## src/afc_defines.svh

```systemverilog
/*
 * Constants of the FIFO pin controller: timing, register map, fields.
 * Assumes a 10 ns system clock and the fastest speed grade of the device.
 */
`ifndef AFC_DEFINES_SVH
`define AFC_DEFINES_SVH

`define AFC_CLK_NS 10
`define AFC_PULSE_NS 25
`define AFC_RECOV_NS 8
`define AFC_FLAG_NS 33
`define AFC_PULSE_CYC ((`AFC_PULSE_NS + `AFC_CLK_NS - 1) / `AFC_CLK_NS)
`define AFC_RECOV_CYC ((`AFC_RECOV_NS + `AFC_CLK_NS - 1) / `AFC_CLK_NS)
`define AFC_FLAG_CYC ((`AFC_FLAG_NS + `AFC_CLK_NS - 1) / `AFC_CLK_NS)
`define AFC_CNT_W 3

`define AFC_WORD_W 9
`define AFC_BUF_DEPTH 8

`define AFC_REG_CTRL 8'h00
`define AFC_REG_STATUS 8'h04
`define AFC_REG_TXDATA 8'h08
`define AFC_REG_RXDATA 8'h0C

`define AFC_CTRL_CHAIN 0
`define AFC_CTRL_HEAD 1
`define AFC_CTRL_AUTO 2
`define AFC_CTRL_RESET 4
`define AFC_CTRL_REPLAY 5

`define AFC_ST_EMPTY_N 0
`define AFC_ST_FULL_N 1
`define AFC_ST_HALF_N 2
`define AFC_ST_BUSY 3
`define AFC_ST_RXVALID 4
`define AFC_ST_DROP 5
`define AFC_ST_TXPEND 6

`define AFC_RX_VALID 16

`endif

```

## src/afc_pkg.sv

```systemverilog
/*
 * Types of the FIFO pin controller.
 * Assumes afc_defines.svh for the numbers.
 */
package afc_pkg;

    typedef enum logic [8:0] {
        AFC_IDLE = 9'h001,
        AFC_RST_LO = 9'h002,
        AFC_RST_REC = 9'h004,
        AFC_WR_LO = 9'h008,
        AFC_WR_HI = 9'h010,
        AFC_RD_LO = 9'h020,
        AFC_RD_HI = 9'h040,
        AFC_RT_LO = 9'h080,
        AFC_RT_REC = 9'h100
    } afc_state_t;

endpackage : afc_pkg

```

## src/afc_buf.sv

```systemverilog
/*
 * Small synchronous FIFO with valid and ready on both sides.
 * Assumes one clock and an active-low asynchronous reset.
 */
`timescale 1ns/100ps
`default_nettype none

module afc_buf #(
    parameter int WIDTH = 9,
    parameter int DEPTH = 8
) (
    input wire logic clk,
    input wire logic rst_b,
    input wire logic in_valid,
    output logic in_ready,
    input wire logic [WIDTH-1:0] in_data,
    output logic out_valid,
    input wire logic out_ready,
    output logic [WIDTH-1:0] out_data
);
    localparam int AW = $clog2(DEPTH);

    generate
        if (DEPTH < 2 || (1 << AW) != DEPTH) begin : g_bad_depth
            $error("afc_buf: DEPTH must be a power of two, at least 2");
        end
    endgenerate

    logic [WIDTH-1:0] mem [DEPTH];
    logic [AW:0] wr_ptr_q, wr_ptr_d;
    logic [AW:0] rd_ptr_q, rd_ptr_d;
    logic push, pop;

    assign in_ready = (wr_ptr_q - rd_ptr_q) != (AW + 1)'(DEPTH);
    assign out_valid = wr_ptr_q != rd_ptr_q;
    assign out_data = mem[rd_ptr_q[AW-1:0]];
    assign push = in_valid && in_ready;
    assign pop = out_valid && out_ready;

    always_comb begin
        wr_ptr_d = wr_ptr_q;
        rd_ptr_d = rd_ptr_q;
        if (push) begin
            wr_ptr_d = wr_ptr_q + 1'b1;
        end
        if (pop) begin
            rd_ptr_d = rd_ptr_q + 1'b1;
        end
    end

    always_ff @(posedge clk or negedge rst_b) begin
        if (!rst_b) begin
            wr_ptr_q <= '0;
            rd_ptr_q <= '0;
        end else begin
            wr_ptr_q <= wr_ptr_d;
            rd_ptr_q <= rd_ptr_d;
        end
    end

    // Storage needs no reset; words are only read once written
    always_ff @(posedge clk) begin
        if (push) begin
            mem[wr_ptr_q[AW-1:0]] <= in_data;
        end
    end

endmodule : afc_buf

`default_nettype wire

```

## src/afc_ctrl.sv

```systemverilog
/*
 * Controller that drives a strobe-timed nine-bit FIFO device through its
 * pins, with a small register port for software and a receive buffer.
 * Assumes one device on its pins, device inputs synchronous to clk, and
 * a software master that keeps the plain strobe protocol.
 */
// Contract
// - A standalone device has its token input held low.
// - Paralleled devices share controls; flags come from any one.
// - Never join status or chain outputs of two devices.
// - Every chain member except the head has its select held high.
// - Each token output feeds the next device's token input.
// - Outside logic combines chained full and empty flags.
// - Watch full where writing and empty where reading.
`timescale 1ns/100ps
`default_nettype none

`include "afc_defines.svh"

module afc_ctrl
    import afc_pkg::*;
#(
    parameter int WORD_W = `AFC_WORD_W,
    parameter int BUF_DEPTH = `AFC_BUF_DEPTH
) (
    input wire logic clk,
    input wire logic rst_b,
    input wire logic [7:0] reg_addr,
    input wire logic [31:0] reg_wdata,
    input wire logic reg_wr,
    input wire logic reg_rd,
    output logic [31:0] reg_rdata,
    output logic reset_n,
    output logic write_strobe_n,
    output logic read_strobe_n,
    output logic head_or_replay_input_n,
    output logic chain_token_in_n,
    output logic chain_token_in_oe_n,
    output logic [WORD_W-1:0] write_data,
    input wire logic [WORD_W-1:0] read_data,
    input wire logic empty_indicator_n,
    input wire logic full_indicator_n,
    input wire logic half_level_indicator_n
);
    localparam logic [`AFC_CNT_W-1:0] PULSE_LAST =
        `AFC_CNT_W'(`AFC_PULSE_CYC - 1);
    localparam logic [`AFC_CNT_W-1:0] SETTLE_LAST =
        `AFC_CNT_W'(`AFC_FLAG_CYC - 1);
    localparam logic [`AFC_CNT_W-1:0] RECOV_LAST =
        `AFC_CNT_W'(`AFC_RECOV_CYC - 1);

    generate
        if (WORD_W != `AFC_WORD_W) begin : g_bad_width
            $error("afc_ctrl: the device word is nine bits wide");
        end
    endgenerate

    ////////////////////////////////////////////////////////////////////////
    // Register port

    logic chain_q, chain_d;
    logic head_q, head_d;
    logic auto_q, auto_d;
    logic rst_pend_q, rst_pend_d;
    logic rt_pend_q, rt_pend_d;
    logic tx_pend_q, tx_pend_d;
    logic [WORD_W-1:0] tx_word_q, tx_word_d;
    logic drop_q, drop_d;
    logic [2:0] flags_q, flags_d;
    logic [31:0] rdata_q, rdata_d;

    logic wr_ctrl, wr_stat, wr_tx, rd_rx;
    logic tx_take, rst_take, rt_take, busy;
    logic buf_in_valid, buf_in_ready, buf_out_valid;
    logic [WORD_W-1:0] buf_out_data;
    afc_state_t state_q, state_d;

    assign wr_ctrl = reg_wr && reg_addr == `AFC_REG_CTRL;
    assign wr_stat = reg_wr && reg_addr == `AFC_REG_STATUS;
    assign wr_tx = reg_wr && reg_addr == `AFC_REG_TXDATA;
    assign rd_rx = reg_rd && reg_addr == `AFC_REG_RXDATA;
    assign busy = state_q != AFC_IDLE;

    always_comb begin
        chain_d = chain_q;
        head_d = head_q;
        auto_d = auto_q;
        rst_pend_d = rst_pend_q && !rst_take;
        rt_pend_d = rt_pend_q && !rt_take;
        tx_pend_d = tx_pend_q && !tx_take;
        tx_word_d = tx_word_q;
        drop_d = drop_q;
        // Flags taken from this one device only
        flags_d = {half_level_indicator_n, full_indicator_n,
                   empty_indicator_n};
        if (wr_ctrl) begin
            chain_d = reg_wdata[`AFC_CTRL_CHAIN];
            head_d = reg_wdata[`AFC_CTRL_HEAD];
            auto_d = reg_wdata[`AFC_CTRL_AUTO];
            if (reg_wdata[`AFC_CTRL_RESET]) begin
                rst_pend_d = 1'b1;
            end
            if (reg_wdata[`AFC_CTRL_REPLAY]) begin
                rt_pend_d = 1'b1;
            end
        end
        // Clear first so that a drop in the same cycle still sets
        if (wr_stat && reg_wdata[`AFC_ST_DROP]) begin
            drop_d = 1'b0;
        end
        if (wr_tx) begin
            if (!tx_pend_q || tx_take) begin
                tx_pend_d = 1'b1;
                tx_word_d = reg_wdata[WORD_W-1:0];
            end else begin
                drop_d = 1'b1;
            end
        end
        rdata_d = '0;
        if (reg_rd) begin
            unique case (reg_addr)
                `AFC_REG_CTRL: begin
                    rdata_d[`AFC_CTRL_CHAIN] = chain_q;
                    rdata_d[`AFC_CTRL_HEAD] = head_q;
                    rdata_d[`AFC_CTRL_AUTO] = auto_q;
                    rdata_d[`AFC_CTRL_RESET] = rst_pend_q;
                    rdata_d[`AFC_CTRL_REPLAY] = rt_pend_q;
                end
                `AFC_REG_STATUS: begin
                    rdata_d[`AFC_ST_HALF_N:`AFC_ST_EMPTY_N] = flags_q;
                    rdata_d[`AFC_ST_BUSY] = busy;
                    rdata_d[`AFC_ST_RXVALID] = buf_out_valid;
                    rdata_d[`AFC_ST_DROP] = drop_q;
                    rdata_d[`AFC_ST_TXPEND] = tx_pend_q;
                end
                `AFC_REG_RXDATA: begin
                    rdata_d[WORD_W-1:0] = buf_out_data;
                    rdata_d[`AFC_RX_VALID] = buf_out_valid;
                end
                default: begin
                    rdata_d = '0;
                end
            endcase
        end
    end

    always_ff @(posedge clk or negedge rst_b) begin
        if (!rst_b) begin
            chain_q <= 1'b0;
            head_q <= 1'b0;
            auto_q <= 1'b0;
            rst_pend_q <= 1'b0;
            rt_pend_q <= 1'b0;
            tx_pend_q <= 1'b0;
            tx_word_q <= '0;
            drop_q <= 1'b0;
            flags_q <= 3'h6;
            rdata_q <= '0;
        end else begin
            chain_q <= chain_d;
            head_q <= head_d;
            auto_q <= auto_d;
            rst_pend_q <= rst_pend_d;
            rt_pend_q <= rt_pend_d;
            tx_pend_q <= tx_pend_d;
            tx_word_q <= tx_word_d;
            drop_q <= drop_d;
            flags_q <= flags_d;
            rdata_q <= rdata_d;
        end
    end

    assign reg_rdata = rdata_q;

    ////////////////////////////////////////////////////////////////////////
    // Pin sequencer

    logic [`AFC_CNT_W-1:0] cnt_q, cnt_d;
    logic rs_n_q, rs_n_d;
    logic wr_n_q, wr_n_d;
    logic rd_n_q, rd_n_d;
    logic hr_n_q, hr_n_d;
    logic tok_oe_n_q, tok_oe_n_d;
    logic [WORD_W-1:0] wdat_q, wdat_d;
    logic cnt_done;

    assign cnt_done = cnt_q == '0;
    assign rst_take = state_q == AFC_IDLE && rst_pend_q;
    assign rt_take = state_q == AFC_IDLE && !rst_pend_q && rt_pend_q;
    assign tx_take = state_q == AFC_IDLE && !rst_pend_q && !rt_pend_q
                     && tx_pend_q && full_indicator_n;
    // Word is pushed at the end of the low phase, after the access time
    assign buf_in_valid = state_q == AFC_RD_LO && cnt_done;

    always_comb begin
        state_d = state_q;
        cnt_d = cnt_done ? cnt_q : cnt_q - 1'b1;
        rs_n_d = rs_n_q;
        wr_n_d = wr_n_q;
        rd_n_d = rd_n_q;
        wdat_d = wdat_q;
        // Head of a chain selects low, other members high, alone idle high
        hr_n_d = chain_q ? !head_q : 1'b1;
        // Released in a chain so the previous device drives the token
        tok_oe_n_d = chain_q;
        unique case (state_q)
            AFC_IDLE: begin
                if (rst_take) begin
                    state_d = AFC_RST_LO;
                    rs_n_d = 1'b0;
                    cnt_d = PULSE_LAST;
                end else if (rt_take) begin
                    // Replay is not offered once devices are chained
                    if (!chain_q) begin
                        state_d = AFC_RT_LO;
                        hr_n_d = 1'b0;
                        cnt_d = PULSE_LAST;
                    end
                end else if (tx_take) begin
                    state_d = AFC_WR_LO;
                    wr_n_d = 1'b0;
                    wdat_d = tx_word_q;
                    cnt_d = PULSE_LAST;
                end else if (auto_q && empty_indicator_n
                             && buf_in_ready) begin
                    state_d = AFC_RD_LO;
                    rd_n_d = 1'b0;
                    cnt_d = PULSE_LAST;
                end
            end
            AFC_RST_LO: begin
                if (cnt_done) begin
                    state_d = AFC_RST_REC;
                    rs_n_d = 1'b1;
                    cnt_d = SETTLE_LAST;
                end
            end
            AFC_WR_LO: begin
                if (cnt_done) begin
                    state_d = AFC_WR_HI;
                    wr_n_d = 1'b1;
                    cnt_d = SETTLE_LAST;
                end
            end
            AFC_RD_LO: begin
                if (cnt_done) begin
                    state_d = AFC_RD_HI;
                    rd_n_d = 1'b1;
                    cnt_d = SETTLE_LAST;
                end
            end
            AFC_RT_LO: begin
                hr_n_d = 1'b0;
                if (cnt_done) begin
                    state_d = AFC_RT_REC;
                    cnt_d = RECOV_LAST;
                end
            end
            AFC_RST_REC, AFC_WR_HI, AFC_RD_HI, AFC_RT_REC: begin
                if (cnt_done) begin
                    state_d = AFC_IDLE;
                end
            end
            default: begin
                state_d = AFC_IDLE;
            end
        endcase
    end

    always_ff @(posedge clk or negedge rst_b) begin
        if (!rst_b) begin
            state_q <= AFC_IDLE;
            cnt_q <= '0;
            rs_n_q <= 1'b1;
            wr_n_q <= 1'b1;
            rd_n_q <= 1'b1;
            hr_n_q <= 1'b1;
            tok_oe_n_q <= 1'b0;
            wdat_q <= '0;
        end else begin
            state_q <= state_d;
            cnt_q <= cnt_d;
            rs_n_q <= rs_n_d;
            wr_n_q <= wr_n_d;
            rd_n_q <= rd_n_d;
            hr_n_q <= hr_n_d;
            tok_oe_n_q <= tok_oe_n_d;
            wdat_q <= wdat_d;
        end
    end

    assign reset_n = rs_n_q;
    assign write_strobe_n = wr_n_q;
    assign read_strobe_n = rd_n_q;
    assign head_or_replay_input_n = hr_n_q;
    assign chain_token_in_oe_n = tok_oe_n_q;
    assign write_data = wdat_q;

    // Driven value is a constant low, held in a flop for a clean pin
    always_ff @(posedge clk or negedge rst_b) begin
        if (!rst_b) begin
            chain_token_in_n <= 1'b0;
        end else begin
            chain_token_in_n <= 1'b0;
        end
    end

    ////////////////////////////////////////////////////////////////////////
    // Receive buffer; a full buffer stalls device reads

    afc_buf #(
        .WIDTH(WORD_W),
        .DEPTH(BUF_DEPTH)
    ) u_rx_buf (
        .clk(clk),
        .rst_b(rst_b),
        .in_valid(buf_in_valid),
        .in_ready(buf_in_ready),
        .in_data(read_data),
        .out_valid(buf_out_valid),
        .out_ready(rd_rx),
        .out_data(buf_out_data)
    );

    ////////////////////////////////////////////////////////////////////////
    // Checks

    AST_WR_NOT_FULL: assert property (@(posedge clk) disable iff (!rst_b)
        $fell(write_strobe_n) |-> $past(full_indicator_n))
        else $error("write strobe started while device full");

    AST_RD_NOT_EMPTY: assert property (@(posedge clk) disable iff (!rst_b)
        $fell(read_strobe_n) |-> $past(empty_indicator_n) && $past(auto_q))
        else $error("read strobe started while device empty");

    AST_WR_PULSE: assert property (@(posedge clk) disable iff (!rst_b)
        $fell(write_strobe_n) |-> !write_strobe_n[*3] ##1 write_strobe_n)
        else $error("write pulse is not three cycles");

    AST_RD_SETTLE: assert property (@(posedge clk) disable iff (!rst_b)
        $rose(read_strobe_n) |->
            (read_strobe_n && write_strobe_n)[*4])
        else $error("new strobe before flags settled after read");

    AST_RST_PULSE: assert property (@(posedge clk) disable iff (!rst_b)
        $fell(reset_n) |->
            (!reset_n && write_strobe_n && read_strobe_n)[*3] ##1 reset_n)
        else $error("device reset pulse wrong or strobes active");

    AST_TOKEN_ALONE: assert property (@(posedge clk) disable iff (!rst_b)
        !$past(chain_q) |-> !chain_token_in_oe_n && !chain_token_in_n)
        else $error("token input not held low for a lone device");

    AST_MEMBER_SELECT: assert property (@(posedge clk) disable iff (!rst_b)
        $past(chain_q) && !$past(head_q) |-> head_or_replay_input_n)
        else $error("non-head chain member select not high");

    AST_HEAD_SELECT: assert property (@(posedge clk) disable iff (!rst_b)
        $past(chain_q) && $past(head_q) |-> !head_or_replay_input_n)
        else $error("chain head select not low");

    AST_NO_REPLAY: assert property (@(posedge clk) disable iff (!rst_b)
        $rose(state_q == AFC_RT_LO) |-> !$past(chain_q))
        else $error("replay issued in chain mode");

    AST_PUSH_TIME: assert property (@(posedge clk) disable iff (!rst_b)
        buf_in_valid |-> !read_strobe_n && $past(read_strobe_n, 3)
            && buf_in_ready ##1 read_strobe_n)
        else $error("read word captured at the wrong moment");

endmodule : afc_ctrl

`default_nettype wire

```

## config.mk

```make
export PLATFORM = sky130hd
export DESIGN_NAME = afc_ctrl
export DESIGN_NICKNAME = d
export VERILOG_FILES = /design/src/afc_pkg.sv /design/src/afc_buf.sv /design/src/afc_ctrl.sv
export VERILOG_INCLUDE_DIRS = /design/src
export SDC_FILE = /design/constraint.sdc
export NUM_CORES = 1
export LEC_CHECK = 0
export CAP_MARGIN = 10
export CORE_MARGIN = 1.5
export CORE_UTILIZATION = 57
export DETAILED_ROUTE_END_ITERATION = 7
export DONT_BUFFER_PORTS = 1
export PLACE_DENSITY = 0.72
export SETUP_SLACK_MARGIN = 0.1
export SYNTH_ARGS = -nofsm -noshare
export SYNTH_HDL_FRONTEND = slang
export SYNTH_SLANG_ARGS = --single-unit
```

## constraint.sdc

```tcl
create_clock -name clk -period 2.9 [get_ports clk]
set_input_delay 0.145 -clock clk [delete_from_list [all_inputs] [get_ports clk]]
set_output_delay 0.145 -clock clk [all_outputs]
set_load 0.1 [all_outputs]
```

# Word level (Yosys, flattened, before mapping)
# Memory sizes are Yosys's and may differ from the RTL's.
# Cells that the tools add are included.
dict set report totals {
  out_inout_bits 47
  wordCells 150
  mem_bits_rw 72
  mem_count 1
  ff_bits 85
  inputBits 56
}
dict set report op_classes {
  n_addsub 4
  n_mux 55
  n_bitwise 2
  reduce_logical 40
  n_eq_ne 28
}
# memory words word_bits read_ports rd_ports_with_merged_regs wr line
set memory_table {}
lappend memory_table {u_rx_buf.mem 8 9 1 0 1 afc_buf.sv:29} ;# logic [WIDTH-1:0] mem [DEPTH];
# operator count
set op_table {}
lappend op_table {{$mux 9} 10}
lappend op_table {{$pmux 9 s6} 1}
lappend op_table {{$mux 1} 25}
lappend op_table {{$mux 3} 8}
lappend op_table {{$ne 2x2->1 const B} 10}
lappend op_table {{$logic_and 1x1->1} 19}
lappend op_table {{$pmux 3 s3} 2}
lappend op_table {{$mux 17} 1}
lappend op_table {{$eq 8x4->1 const B} 2}
lappend op_table {{$pmux 1 s2} 6}
lappend op_table {{$eq 9x1->1 const B} 1}
lappend op_table {{$eq 9x2->1 const B} 1}
lappend op_table {{$eq 9x3->1 const B} 1}
lappend op_table {{$eq 9x4->1 const B} 1}
lappend op_table {{$eq 9x5->1 const B} 1}
lappend op_table {{$eq 9x6->1 const B} 1}
lappend op_table {{$eq 9x7->1 const B} 1}
lappend op_table {{$eq 9x8->1 const B} 1}
lappend op_table {{$eq 9x9->1 const B} 1}
lappend op_table {{$ne 9x1->1 const B} 1}
lappend op_table {{$add 4x1->4 const B} 2}
lappend op_table {{$eq 8x3->1 const B} 1}
lappend op_table {{$logic_not 8->1} 1}
lappend op_table {{$ne 4x4->1 const B} 2}
lappend op_table {{20 further kinds} 29}

# Depth between registers and ports, before layout
# Gate-level depths: netlist of the first run.
dict set report logic_depth {
  depth_word 9
  depth_mapped 8
}

# By module
# Synthesis of the first run repeated with hierarchy kept, for this count alone.
dict set report unflattened {
  hier_cells 434
  area_unflattened_um2 5954.5
}
# module cells_each seq_area_each_um2 area_each_um2 n_inst
set modules_own_cells {}
lappend modules_own_cells {afc_buf 178 2362.3 3276.9 1}
lappend modules_own_cells {afc_ctrl 256 1385.1 2677.6 1}

# Least setup slack after synthesis of the first run
# No wires, ideal clock.
dict set report synth_timing {
  kind {register to register}
  startpoint {reg u_rx_buf.rd_ptr_q[1]}
  endpoint {mem u_rx_buf.mem[0][0] (enable)}
  slack_ns 0.083
  n_path_buf 1
  setup_time_ns 0.387
  period_less_slack_ns 2.817
  required_ns 2.513
  arrival_ns 2.430
  stages_incl_launch_ff 9
  path_cell_list {dfrtp_1 clkbuf_1 inv_1 ha_1 nand3_1 o32ai_1 a21oi_1 nand3_1 nor3_1}
}
dict set report synth_between {
  elab_chain_cells 5
}
# item line
set synth_lines {}
lappend synth_lines {{from (decl)} afc_buf.sv:31} ;# logic [AW:0] rd_ptr_q, rd_ptr_d;
lappend synth_lines {{from (signal assigned)} afc_buf.sv:57} ;# rd_ptr_q <= rd_ptr_d;
lappend synth_lines {{$sub 4x4->4} afc_buf.sv:34} ;# assign in_ready = (wr_ptr_q - rd_ptr_q) != (AW + 1)'(DEPTH);
lappend synth_lines {{$ne 4x4->1} afc_buf.sv:34}
lappend synth_lines {{$logic_and 1x1->1} afc_buf.sv:37} ;# assign push = in_valid && in_ready;
lappend synth_lines {{$mux 1} afc_buf.sv:63} ;# if (push) begin
lappend synth_lines {{$mux 1 (not written as such)} afc_buf.sv:64} ;# mem[wr_ptr_q[AW-1:0]] <= in_data;
lappend synth_lines {{to (decl)} afc_buf.sv:29}
# No other way between the ends.

# Final worst setup path of the first run
dict set report layout_timing {
  startpoint {reg state_q[0]}
  endpoint {reg tx_word_q[3]}
}
dict set report layout_between {
  elab_chain_cells 7
}
# item line
set layout_lines {}
lappend layout_lines {{from (decl)} afc_ctrl.sv:76} ;# afc_state_t state_q, state_d;
lappend layout_lines {{from (signal assigned)} afc_ctrl.sv:281} ;# state_q <= state_d;
lappend layout_lines {{$eq 9x1->1} afc_ctrl.sv:190} ;# assign tx_take = state_q == AFC_IDLE && !rst_pend_q && !rt_pend_q
lappend layout_lines {{$logic_and 1x1->1 (2 in series)} afc_ctrl.sv:190}
lappend layout_lines {{$logic_and 1x1->1 (2 in series)} afc_ctrl.sv:191} ;# && tx_pend_q && full_indicator_n;
lappend layout_lines {{$logic_or 1x1->1} afc_ctrl.sv:112} ;# if (!tx_pend_q || tx_take) begin
lappend layout_lines {{$reduce_and 2->1 (no source line)} --}
lappend layout_lines {{to (signal assigned)} afc_ctrl.sv:166} ;# tx_word_q <= tx_word_d;
lappend layout_lines {{to (decl)} afc_ctrl.sv:67} ;# logic [WORD_W-1:0] tx_word_q, tx_word_d;
# No other way between the ends.
# A chain may end at the register's enable or synchronous reset.

==> metrics.md, run 1 <==
| Metric | Value |
|---|---|
| Critical-path maximum fanout | 9 |
| Hold Crit Start | reg_addr[2] |
| First DRT Iteration DRCs | 175 |
| Root buffer cell | clkbuf_8 |
| Part of the power in the clock network | just over 40% |
| CP required | 3320 ps |
| FF-to-FF End | tx_word_q[3] |
| Largest net degree at the start of global routing | 64 |
| Combinational Power Share | 13.8% |
| Post-DP Area | 6050 um2 |
| RSZ-0062 raised after global routing | false |
| Switching share of power | 29.2% |
| DRC viols | 0 |
| Post-DP HPWL | approximately 7400 um |
| Count of different cell masters after synthesis | 61 |
| Number of global-route vias before repair | 3567 |
| Synth top cells by count | 72 x edfxtp_1, 56 x dfrtp_1, 31 x nor2_1, 23 x buf_4, 21 x nand2_1 |
| Most frequent cell after synthesis | edfxtp_1 |
| Hold Path Class | input pin to flop |
| Detail Route Antenna Nets | 0 |
| Status | finished clean |
| Synth Flop Type | edfxtp_1 |
| Max-Cap Viols | 0 |
| Yosys top cell area share | a little over a third |
| Hold Path Cell Cnt | 3 |
| Worst rel slew slack | about two fifths |
| Post-synth EDFFs | 72 |
| Clock buffer depth | 2 |
| Starting Density | about three fifths |
| Seq pwr share | 45.3% |
| Fin crit period | 2660 ps |
| Pre-antenna DRT Iters | 4 |
| Skew final | around 12 ps |
| Post-route cell area | 6920 um2 |
| Die Y | 105 um |
| Mean routed wirelength per cell | 19.9 um |
| Hold path endpoint | reg_rdata[5] |
| Ys Warns | 0 |
| Crit path DAT | 3070 ps |
| H-tree lvl count | 4 |
| Seq/Total Area, Yosys | between 60% and 70% |
| Antenna Cells | 0 |
| Yosys top cell by area | edfxtp_1 |
| NetSw | between 1 and 1.5 mW |
| Cell row count | 36 |
| Via count | 3428 |
| Post-Syn Area | 5900 um2 |
| # clock sinks | 135 |
| CP Capture Type | flop |
| Nets@finish | 514 |
| Chip width | 105 um |
| Fin util | 69.9% |
| Worst skew pair latency | between 500 and 600 ps |
| I/O Buffers | 0 |
| Pins Over Slew Limit | 0 |
| WS Path Type | flop to flop |
| Area of the core | 9910 um2 |
| Power Density | slightly above 700 nW/um2 |
| Worst slew pin tran | 920 ps |
| CP startpoint kind | flop |
| Hold Slack | 27.8 ps |
| Asr flop ratio synth | between 40% and 50% |
| Tot GR Track Use | 23.8% |
| First-pass GRT wire length | 19400 um |
| P_int | 3.51 mW |
| # setup viols final | 0 |
| Via/cell ratio | 5.76 |
| Mapped Cells | roughly 400 |
| R2R Setup Slk | 240 ps |
| Reg2reg start | state_q[0] |
| Die ar. | 11000 um2 |
| Synth area leaders | edfxtp_1 37%, dfrtp_1 24%, mux4_2 6.9%, dfstp_2 3.1%, buf_4 2.9% |
| Total CTS buffers | 17 |
| LEAKAGE | between 2 and 3 nW |
| Sum Neg Setup Slack | 0 ps |
| I/O pin count | 103 |
| Mapped Avg Cell Area | 14.8 um2 |
| Synth Register Bits | ~140 |
| Synth-to-Final Area Change | 17.3% |
| Routability Congestion | 0.831 |
| CTS tree | done |
| Initial antenna violation count | 0 |
| Fraction of layout cells with a size suffix above 1 | between 20% and 30% |
| Peak Freq | 376 MHz |
| Worst-path clk slew | 70 ps |
| Final Hold Viols | 0 |
| Total grt overflow | 0 |
| Final worst-path cycle share | between 90 and 100% |
| Peak VDD IR | 606 uV |
| Reg2reg path depth | 5 |
| Routed Wire Length | 11900 um |
[per-layer routing]
metal | vias to the layer above | global-route usage, % | wire length [um]
met4 | 0 | 8.81 | 213
met5 | - | 0 | 0
met1 | 1736 | 29.6 | 4940
met3 | 18 | 7.49 | 711
li1 | 1548 | - | -
met2 | 126 | 39.3 | 5990
[worst max-delay path: stages, from the launching register on]
cell and delay, ps:
dfstp_2 590, or3b_4 400, or3_1 360, or3_4 430, a21oi_4 430, mux2_4 350
[how the worst max path moves through the flow]
stage                         start                  to  slack (ps)  cells after the start
6_report                 state_q[0]        tx_word_q[3]         240                      5
3_3_place_gp             state_q[0]        tx_word_q[3]         290                      5
2_1_floorplan  u_rx_buf.rd_ptr_q[1]  u_rx_buf.mem[1][0]         110                      8
5_1_grt        u_rx_buf.rd_ptr_q[2]  u_rx_buf.mem[0][2]         110                      8
3_5_place_dp             state_q[0]        tx_word_q[3]         260                      5
4_1_cts                  state_q[0]        tx_word_q[0]         230                      5
[power by group through the flow]
stage	Clock, mW	Combinational [mW]	Sequential (mW)
after floorplan	0	0.532	2.27
after global placement	0	0.599	2.28
after detailed placement	0	0.610	2.28
after CTS	2.05	0.685	2.25
after global routing	2.14	0.755	2.26
final	2.02	0.686	2.25
[what timing repair did]
item / CTS / global route
resized for setup: 0 / 1
hold buffers: 29 / 0
endpoints found under the hold margin: 164 / 0
setup endpoints to repair: 0 / 7
setup buffers: 0 / 0
[sequential cells by signal (all words and copies together), names as in the netlist, 3 cells and up]
name	count
u_rx_buf.mem	72
reg_rdata	10
state_q	9
tx_word_q	9
write_data	9
u_rx_buf.rd_ptr_q	4
u_rx_buf.wr_ptr_q	4
cnt_q	3
flags_q	3
[per-stage QoR]
stage | std cells | power (mW) | worst slack, ps
2_1_floorplan | 420 | 2.80 | 111
3_3_place_gp | 534 | 2.88 | 293
3_5_place_dp | 534 | 2.90 | 260
4_1_cts | 595 | 4.98 | 228
5_1_grt | 595 | 5.15 | 106
6_report | 595 | 4.96 | 243
[cell type report]
type | count | area, um2
clock buffer | 17 | 414
fill | 653 | 2990
tap | 133 | 166
timing repair buffer | 46 | 435
clock inverter | 15 | 141
sequential | 135 | 3750
inverter | 12 | 45.0
multi-input combinational | 237 | 1970
[cells in the final DEF, fill, tap and decap left out, types with 9 or more instances in the layout]
cell	instances
inv_1	11
mux2_2	13
nor3_1	11
dlygate4sd3_1	28
clkbuf_16	16
edfxtp_1	72
dfrtp_1	56
mux4_2	18
conb_1	23
mux2_4	9
mux2i_1	12
buf_4	17
nand2_1	21
ha_1	9
nor2_1	31
[kinds of logic (layout without fill, tap and decap cells)]
logic type	after synthesis	in the layout	share of synthesized area (%)
compound gates	43	43	5.85
xor+xnor	11	11	1.89
fa+ha+maj	9	9	1.91
buf+inv	48	90	4.68
flops	135	135	63.5
mux	52	52	13.7
other cells	1	23	0.0635
simple gates	99	99	8.48
(Power assumes the default switching activity.)
==> inputs of run 2 (changes only) <==
--- a/config.mk
+++ b/config.mk
@@ -7,12 +7,15 @@
 export NUM_CORES = 1
 export LEC_CHECK = 0
 export CAP_MARGIN = 10
+export CELL_PAD_IN_SITES_DETAIL_PLACEMENT = 0
+export CELL_PAD_IN_SITES_GLOBAL_PLACEMENT = 1
 export CORE_MARGIN = 1.5
-export CORE_UTILIZATION = 57
+export CORE_UTILIZATION = 47
 export DETAILED_ROUTE_END_ITERATION = 7
 export DONT_BUFFER_PORTS = 1
 export PLACE_DENSITY = 0.72
 export SETUP_SLACK_MARGIN = 0.1
+export SLEW_MARGIN = 5
 export SYNTH_ARGS = -nofsm -noshare
 export SYNTH_HDL_FRONTEND = slang
 export SYNTH_SLANG_ARGS = --single-unit
==> metrics.md, run 2 (synthesis gave the netlist of run 1 again) <==
| Metric | Value |
|---|---|
| Status | finished clean |
| DRC viols | 0 |
| Pre-CTS WS | between 200 and 300 ps |
| CP Capture Type | flop |
| Hold Path Class | input pin to flop |
| # clock sinks | 135 |
| Seq pwr share | roughly 46% |
| Part of the power in the clock network | 40.6% |
| Final worst-path cycle share | 91.1% |
| Worst-path clk slew | 60 ps |
| Nets@finish | 511 |
| NetSw | 1.39 mW |
| Worst slew pin tran | approximately 900 ps |
| CP startpoint kind | flop |
| I/O pin count | between 100 and 150 |
| Crit path DAT | 2940 ps |
| H-tree lvl count | 4 |
| First DRT Iteration DRCs | 161 |
| First-pass GRT wire length | approximately 18000 um |
| WS Path Type | flop to flop |
| Detail Route Antenna Nets | 0 |
| Routability Congestion | 0.778 |
| I/O Buffers | 0 |
| Fin crit period | 2640 ps |
| Final Hold Viols | 0 |
| Chip width | about 120 um |
| Combinational Power Share | 13.8% |
| Die Y | 115 um |
| Clock buffer depth | 2 |
| Initial antenna violation count | 0 |
| Sum Neg Setup Slack | 0 ps |
| Cell row count | 40 |
| Number of flip-flops under the largest register name | approximately 70 |
| Commonest cells after routing, fill and taps aside | 72 x edfxtp_1, 56 x dfrtp_1, 31 x nor2_1, 25 x dlygate4sd3_1, 23 x conb_1 |
| # resized after CTS | 0 |
| Starting Density | 48.8% |
| Routed Wire Length | about 11000 um |
| Total grt overflow | 0 |
| Die ar. | roughly 13000 um2 |
| P_int | 3.54 mW |
| Worst skew pair latency | 420 ps |
| Largest net degree at the start of global routing | 64 |
| Via count | 3300 |
| Hold Buf Count CTS | 26 |
| CTS tree | done |
| Worst rel slew slack | 39.4% |
| Antenna Cells | 0 |
| Pins Over Slew Limit | 0 |
| R2R Setup Slk | 260 ps |
| Setup ws final | 258 ps |
| Filler cells | 992 |
| Peak VDD IR | 389 uV |
| Number of global-route vias before repair | 3398 |
| Reg area | ~3700 um2 |
| Setup bufs post-CTS | 0 |
| RSZ-0062 raised after global routing | false |
| LEAKAGE | 2.87 nW |
| Commonest non-fill, non-tap cell in the layout | edfxtp_1 |
| Critical-path maximum fanout | 9 |
| Switching share of power | roughly 28% |
| Area of the core | 12100 um2 |
| Tot GR Track Use | 18.7% |
| Max-Cap Viols | 0 |
| Mean routed wirelength per cell | about 18 um |
| Fraction of layout cells with a size suffix above 1 | 22.9% |
| Pre-antenna DRT Iters | 4 |
| Skew final | 11.5 ps |
| CP required | 3200 ps |
| Power Density | 711 nW/um2 |
| Peak Freq | ~380 MHz |
| Post-DP HPWL | 7410 um |
| Total CTS buffers | 17 |
| # setup viols final | 0 |
| Via/cell ratio | approximately 5.3 |
| Synth-to-Final Area Change | 17.4% |
| Root buffer cell | clkbuf_16 |
| Area of the multi-input gates | 1970 um2 |
==> run 2: cell count changes in the layout (fill, tap and decap cells not counted), sizes merged <==
cell	previous run	this run
clkbuf	17	18
clkinvlp	1	2
clkinv	5	6
dlygate4sd3	28	25
inv	20	16
==> run 2: final timing paths <==
check                              from            to  depth (start not counted)
hold / removal                   reg_wr        drop_q                          3
setup / recovery             state_q[0]  tx_word_q[8]                          5
setup reg to reg             state_q[0]  tx_word_q[8]                          5
hold reg to reg            tx_word_q[0]  tx_word_q[0]                          1
min in group asynchronous         rst_b  tx_word_q[6]                          2
max in group asynchronous         rst_b       reset_n                          2
==> run 2: final cells by class <==
class | instances | area share, %
Clock buffer | 18 | 6.19
Clock inverter | 13 | 1.79
Inverter | 12 | 0.650
Multi-Input combinational cell | 237 | 28.4
Sequential cell | 135 | 54.1
Tap cell | 168 | 3.03
Timing Repair Buffer | 43 | 5.85
==> run 2: critical path, stage by stage (launching register included) <==
cell,delay (ps)
dfstp_2,590
or3b_4,400
or3_1,340
or3_4,430
a21oi_4,420
mux2_4,340
==> run 2: per-layer routing <==
| layer | track usage (%) | wire length, um |
|---|---|---|
| met1 | 23.6 | 5080 |
| met3 | 5.27 | 489 |
| met2 | 30.8 | 5640 |
| met5 | 0 | 0 |
| met4 | 7.33 | 121 |
==> run 2: per-stage QoR <==
stage | cells | utilization (%) | hold slack, ps | area, um2 | power [mW]
after CTS | 626 | 57.2 | 12.1 | 6930 | 4.96
after floorplan | 420 | - | -151 | 5990 | 2.80
after detailed placement | 569 | 50.4 | -149 | 6100 | 2.90
after global placement | 569 | 50.4 | -149 | 6100 | 2.89
after global routing | 626 | 57.2 | 28.8 | 6930 | 5.12
final | 626 | 57.2 | 39.7 | 6930 | 4.92
==> run 2: power by group through the flow <==
stage	registers [mW]	clock network [mW]	logic, mW
after detailed placement	2.28	0	0.619
after floorplan	2.27	0	0.532
after global placement	2.28	0	0.609
after global routing	2.25	2.12	0.749
after CTS	2.25	2.03	0.685
final	2.25	2.00	0.681
==> inputs of run 3 (changes only) <==
--- a/config.mk
+++ b/config.mk
@@ -6,13 +6,14 @@
 export SDC_FILE = /design/constraint.sdc
 export NUM_CORES = 1
 export LEC_CHECK = 0
+export BUFFER_PORTS_ARGS = -buffer_cell sky130_fd_sc_hd__buf_2
 export CAP_MARGIN = 10
 export CELL_PAD_IN_SITES_DETAIL_PLACEMENT = 0
 export CELL_PAD_IN_SITES_GLOBAL_PLACEMENT = 1
 export CORE_MARGIN = 1.5
-export CORE_UTILIZATION = 47
+export CORE_UTILIZATION = 41
+export CTS_CLUSTER_DIAMETER = 100
 export DETAILED_ROUTE_END_ITERATION = 7
-export DONT_BUFFER_PORTS = 1
 export PLACE_DENSITY = 0.72
 export SETUP_SLACK_MARGIN = 0.1
 export SLEW_MARGIN = 5
==> metrics.md, run 3 (synthesis gave the netlist of run 1 again) <==
| Metric | Value |
|---|---|
| Routed Wire Length | 11800 um |
| Largest net degree at the start of global routing | 64 |
| RSZ-0062 raised after global routing | false |
| Peak VDD IR | 534 uV |
| DRC viols | 0 |
| Tot Pwr | 5.19 mW |
| Commonest non-fill, non-tap cell in the layout | edfxtp_1 |
| Root buffer cell | clkbuf_16 |
| Peak Freq | 376 MHz |
| Initial antenna violation count | 0 |
| Skew final | 7.84 ps |
| Synth-to-Final Area Change | 21.7% |
| Post-DP HPWL | roughly 7800 um |
| Critical-path maximum fanout | 9 |
| Mean routed wirelength per cell | ~17 um |
| Number of flip-flops under the largest register name | 72 |
| Starting Density | 42.2% |
| Filler cells | approximately 1200 |
| Fin crit period | 2660 ps |
| Sum Neg Setup Slack | 0 ps |
| First-pass GRT wire length | between 15000 and 20000 um |
| Via count | 3502 |
| CTS tree | done |
| Antenna Cells | 0 |
| Tot GR Track Use | between 15 and 20% |
| Pins Over Slew Limit | 0 |
| Hold Path Class | input pin to flop |
| Area of the core | 14000 um2 |
| Hold Slack | 18.6 ps |
| Pre-antenna DRT Iters | 4 |
| I/O Buffers | 56 |
| CP startpoint kind | flop |
| # clock sinks | 135 |
| Total grt overflow | 0 |
| Die ar. | around 15000 um2 |
| Crit-path max cell delay | around 580 ps |
| Chip width | 123 um |
| Clock buffer depth | 2 |
| Via/cell ratio | around 5.1 |
| Worst slew pin tran | 800 ps |
| H-tree lvl count | 4 |
| Critical path buffer and inverter count | 0 |
| Power Density | 721 nW/um2 |
| Nets@finish | 559 |
| CP required | 3190 ps |
| Worst skew pair latency | 410 ps |
| WS Path Type | flop to flop |
| # setup viols final | 0 |
| Crit-path cells | or3b_4, or3_1, or3_4, a21oi_4, mux2_4 |
| Post-route cell area | just over 7000 um2 |
| LEAKAGE | slightly above 3 nW |
| Total CTS buffers | 17 |
| Detail Route Antenna Nets | 0 |
| Cell row count | 43 |
| Slowest cell on crit path | dfstp_2 |
| Fraction of layout cells with a size suffix above 1 | 32.0% |
| I/O pin count | 103 |
| Delay-heaviest family, CP | simple AND/OR/NAND/NOR gates |
| # resized after CTS | 0 |
| Final worst-path cycle share | 91.6% |
| Max-Cap Viols | 0 |
| Status | finished clean |
| Crit path DAT | 2950 ps |
| Die Y | 123 um |
| CP Capture Type | flop |
| Post-DP Area | 6400 um2 |
| Commonest cells after routing, fill and taps aside | 72 x edfxtp_1, 56 x dfrtp_1, 56 x buf_2, 31 x nor2_1, 23 x conb_1 |
| Routability Congestion | 0.808 |
| Worst-path clk slew | about 60 ps |
| Number of global-route vias before repair | 3605 |
| First DRT Iteration DRCs | 317 |
| Worst rel slew slack | 46.6% |
| Final Hold Viols | 0 |
run 3: final timing paths:
path | cells after the start | to | startpoint | slack [ps]
setup / recovery | 5 | tx_word_q[4] | state_q[0] | 240
hold / removal | 1 | u_rx_buf.mem[0][3] | read_data[3] | 20
setup reg to reg | 5 | tx_word_q[4] | state_q[0] | 240
hold reg to reg | 1 | write_strobe_n | write_strobe_n | 480
max in group asynchronous | 3 | u_rx_buf.wr_ptr_q[2] | rst_b | 1940
min in group asynchronous | 3 | tx_word_q[3] | rst_b | 450
run 3: final cells by class:
type / instances / area [um2] / share of cell area, %
clock buffer: 18 / 429 / 5.97
clock inverter: 14 / 188 / 2.61
inverter: 12 / 45.0 / 0.627
multi-input combinational: 237 / 1970 / 27.4
sequential: 135 / 3750 / 52.1
tap: 180 / 225 / 3.13
timing repair buffer: 91 / 586 / 8.15
run 3: what timing repair did:
action | 4_1_cts | 5_1_grt
hold buffers | 17 | 0
endpoints found under the hold margin | 111 | 0
buffers inserted | 0 | 0
run 3: routing by layer:
| metal | wire [um] | global-route usage [%] |
|---|---|---|
| met2 | 5790 | 27.8 |
| met4 | 144 | 6.03 |
| met3 | 506 | 4.15 |
| met1 | 5330 | 21.5 |
| met5 | 0 | 0 |
run 3: where the power goes:
part,internal (mW),switching (mW),total (mW),leakage [nW]
logic,0.265,0.540,0.805,1.33
registers,2.10,0.0549,2.15,1.49
clock network,1.38,0.851,2.23,0.292
run 3: through the flow:
| stage | std cells | setup WS [ps] | util (%) |
|---|---|---|---|
| after detailed placement | 638 | 268 | 45.8 |
| after CTS | 687 | 235 | 51.4 |
| after floorplan | 420 | 111 | - |
| after global routing | 687 | 167 | 51.4 |
| after global placement | 638 | 279 | 45.8 |
| final | 687 | 243 | 51.4 |
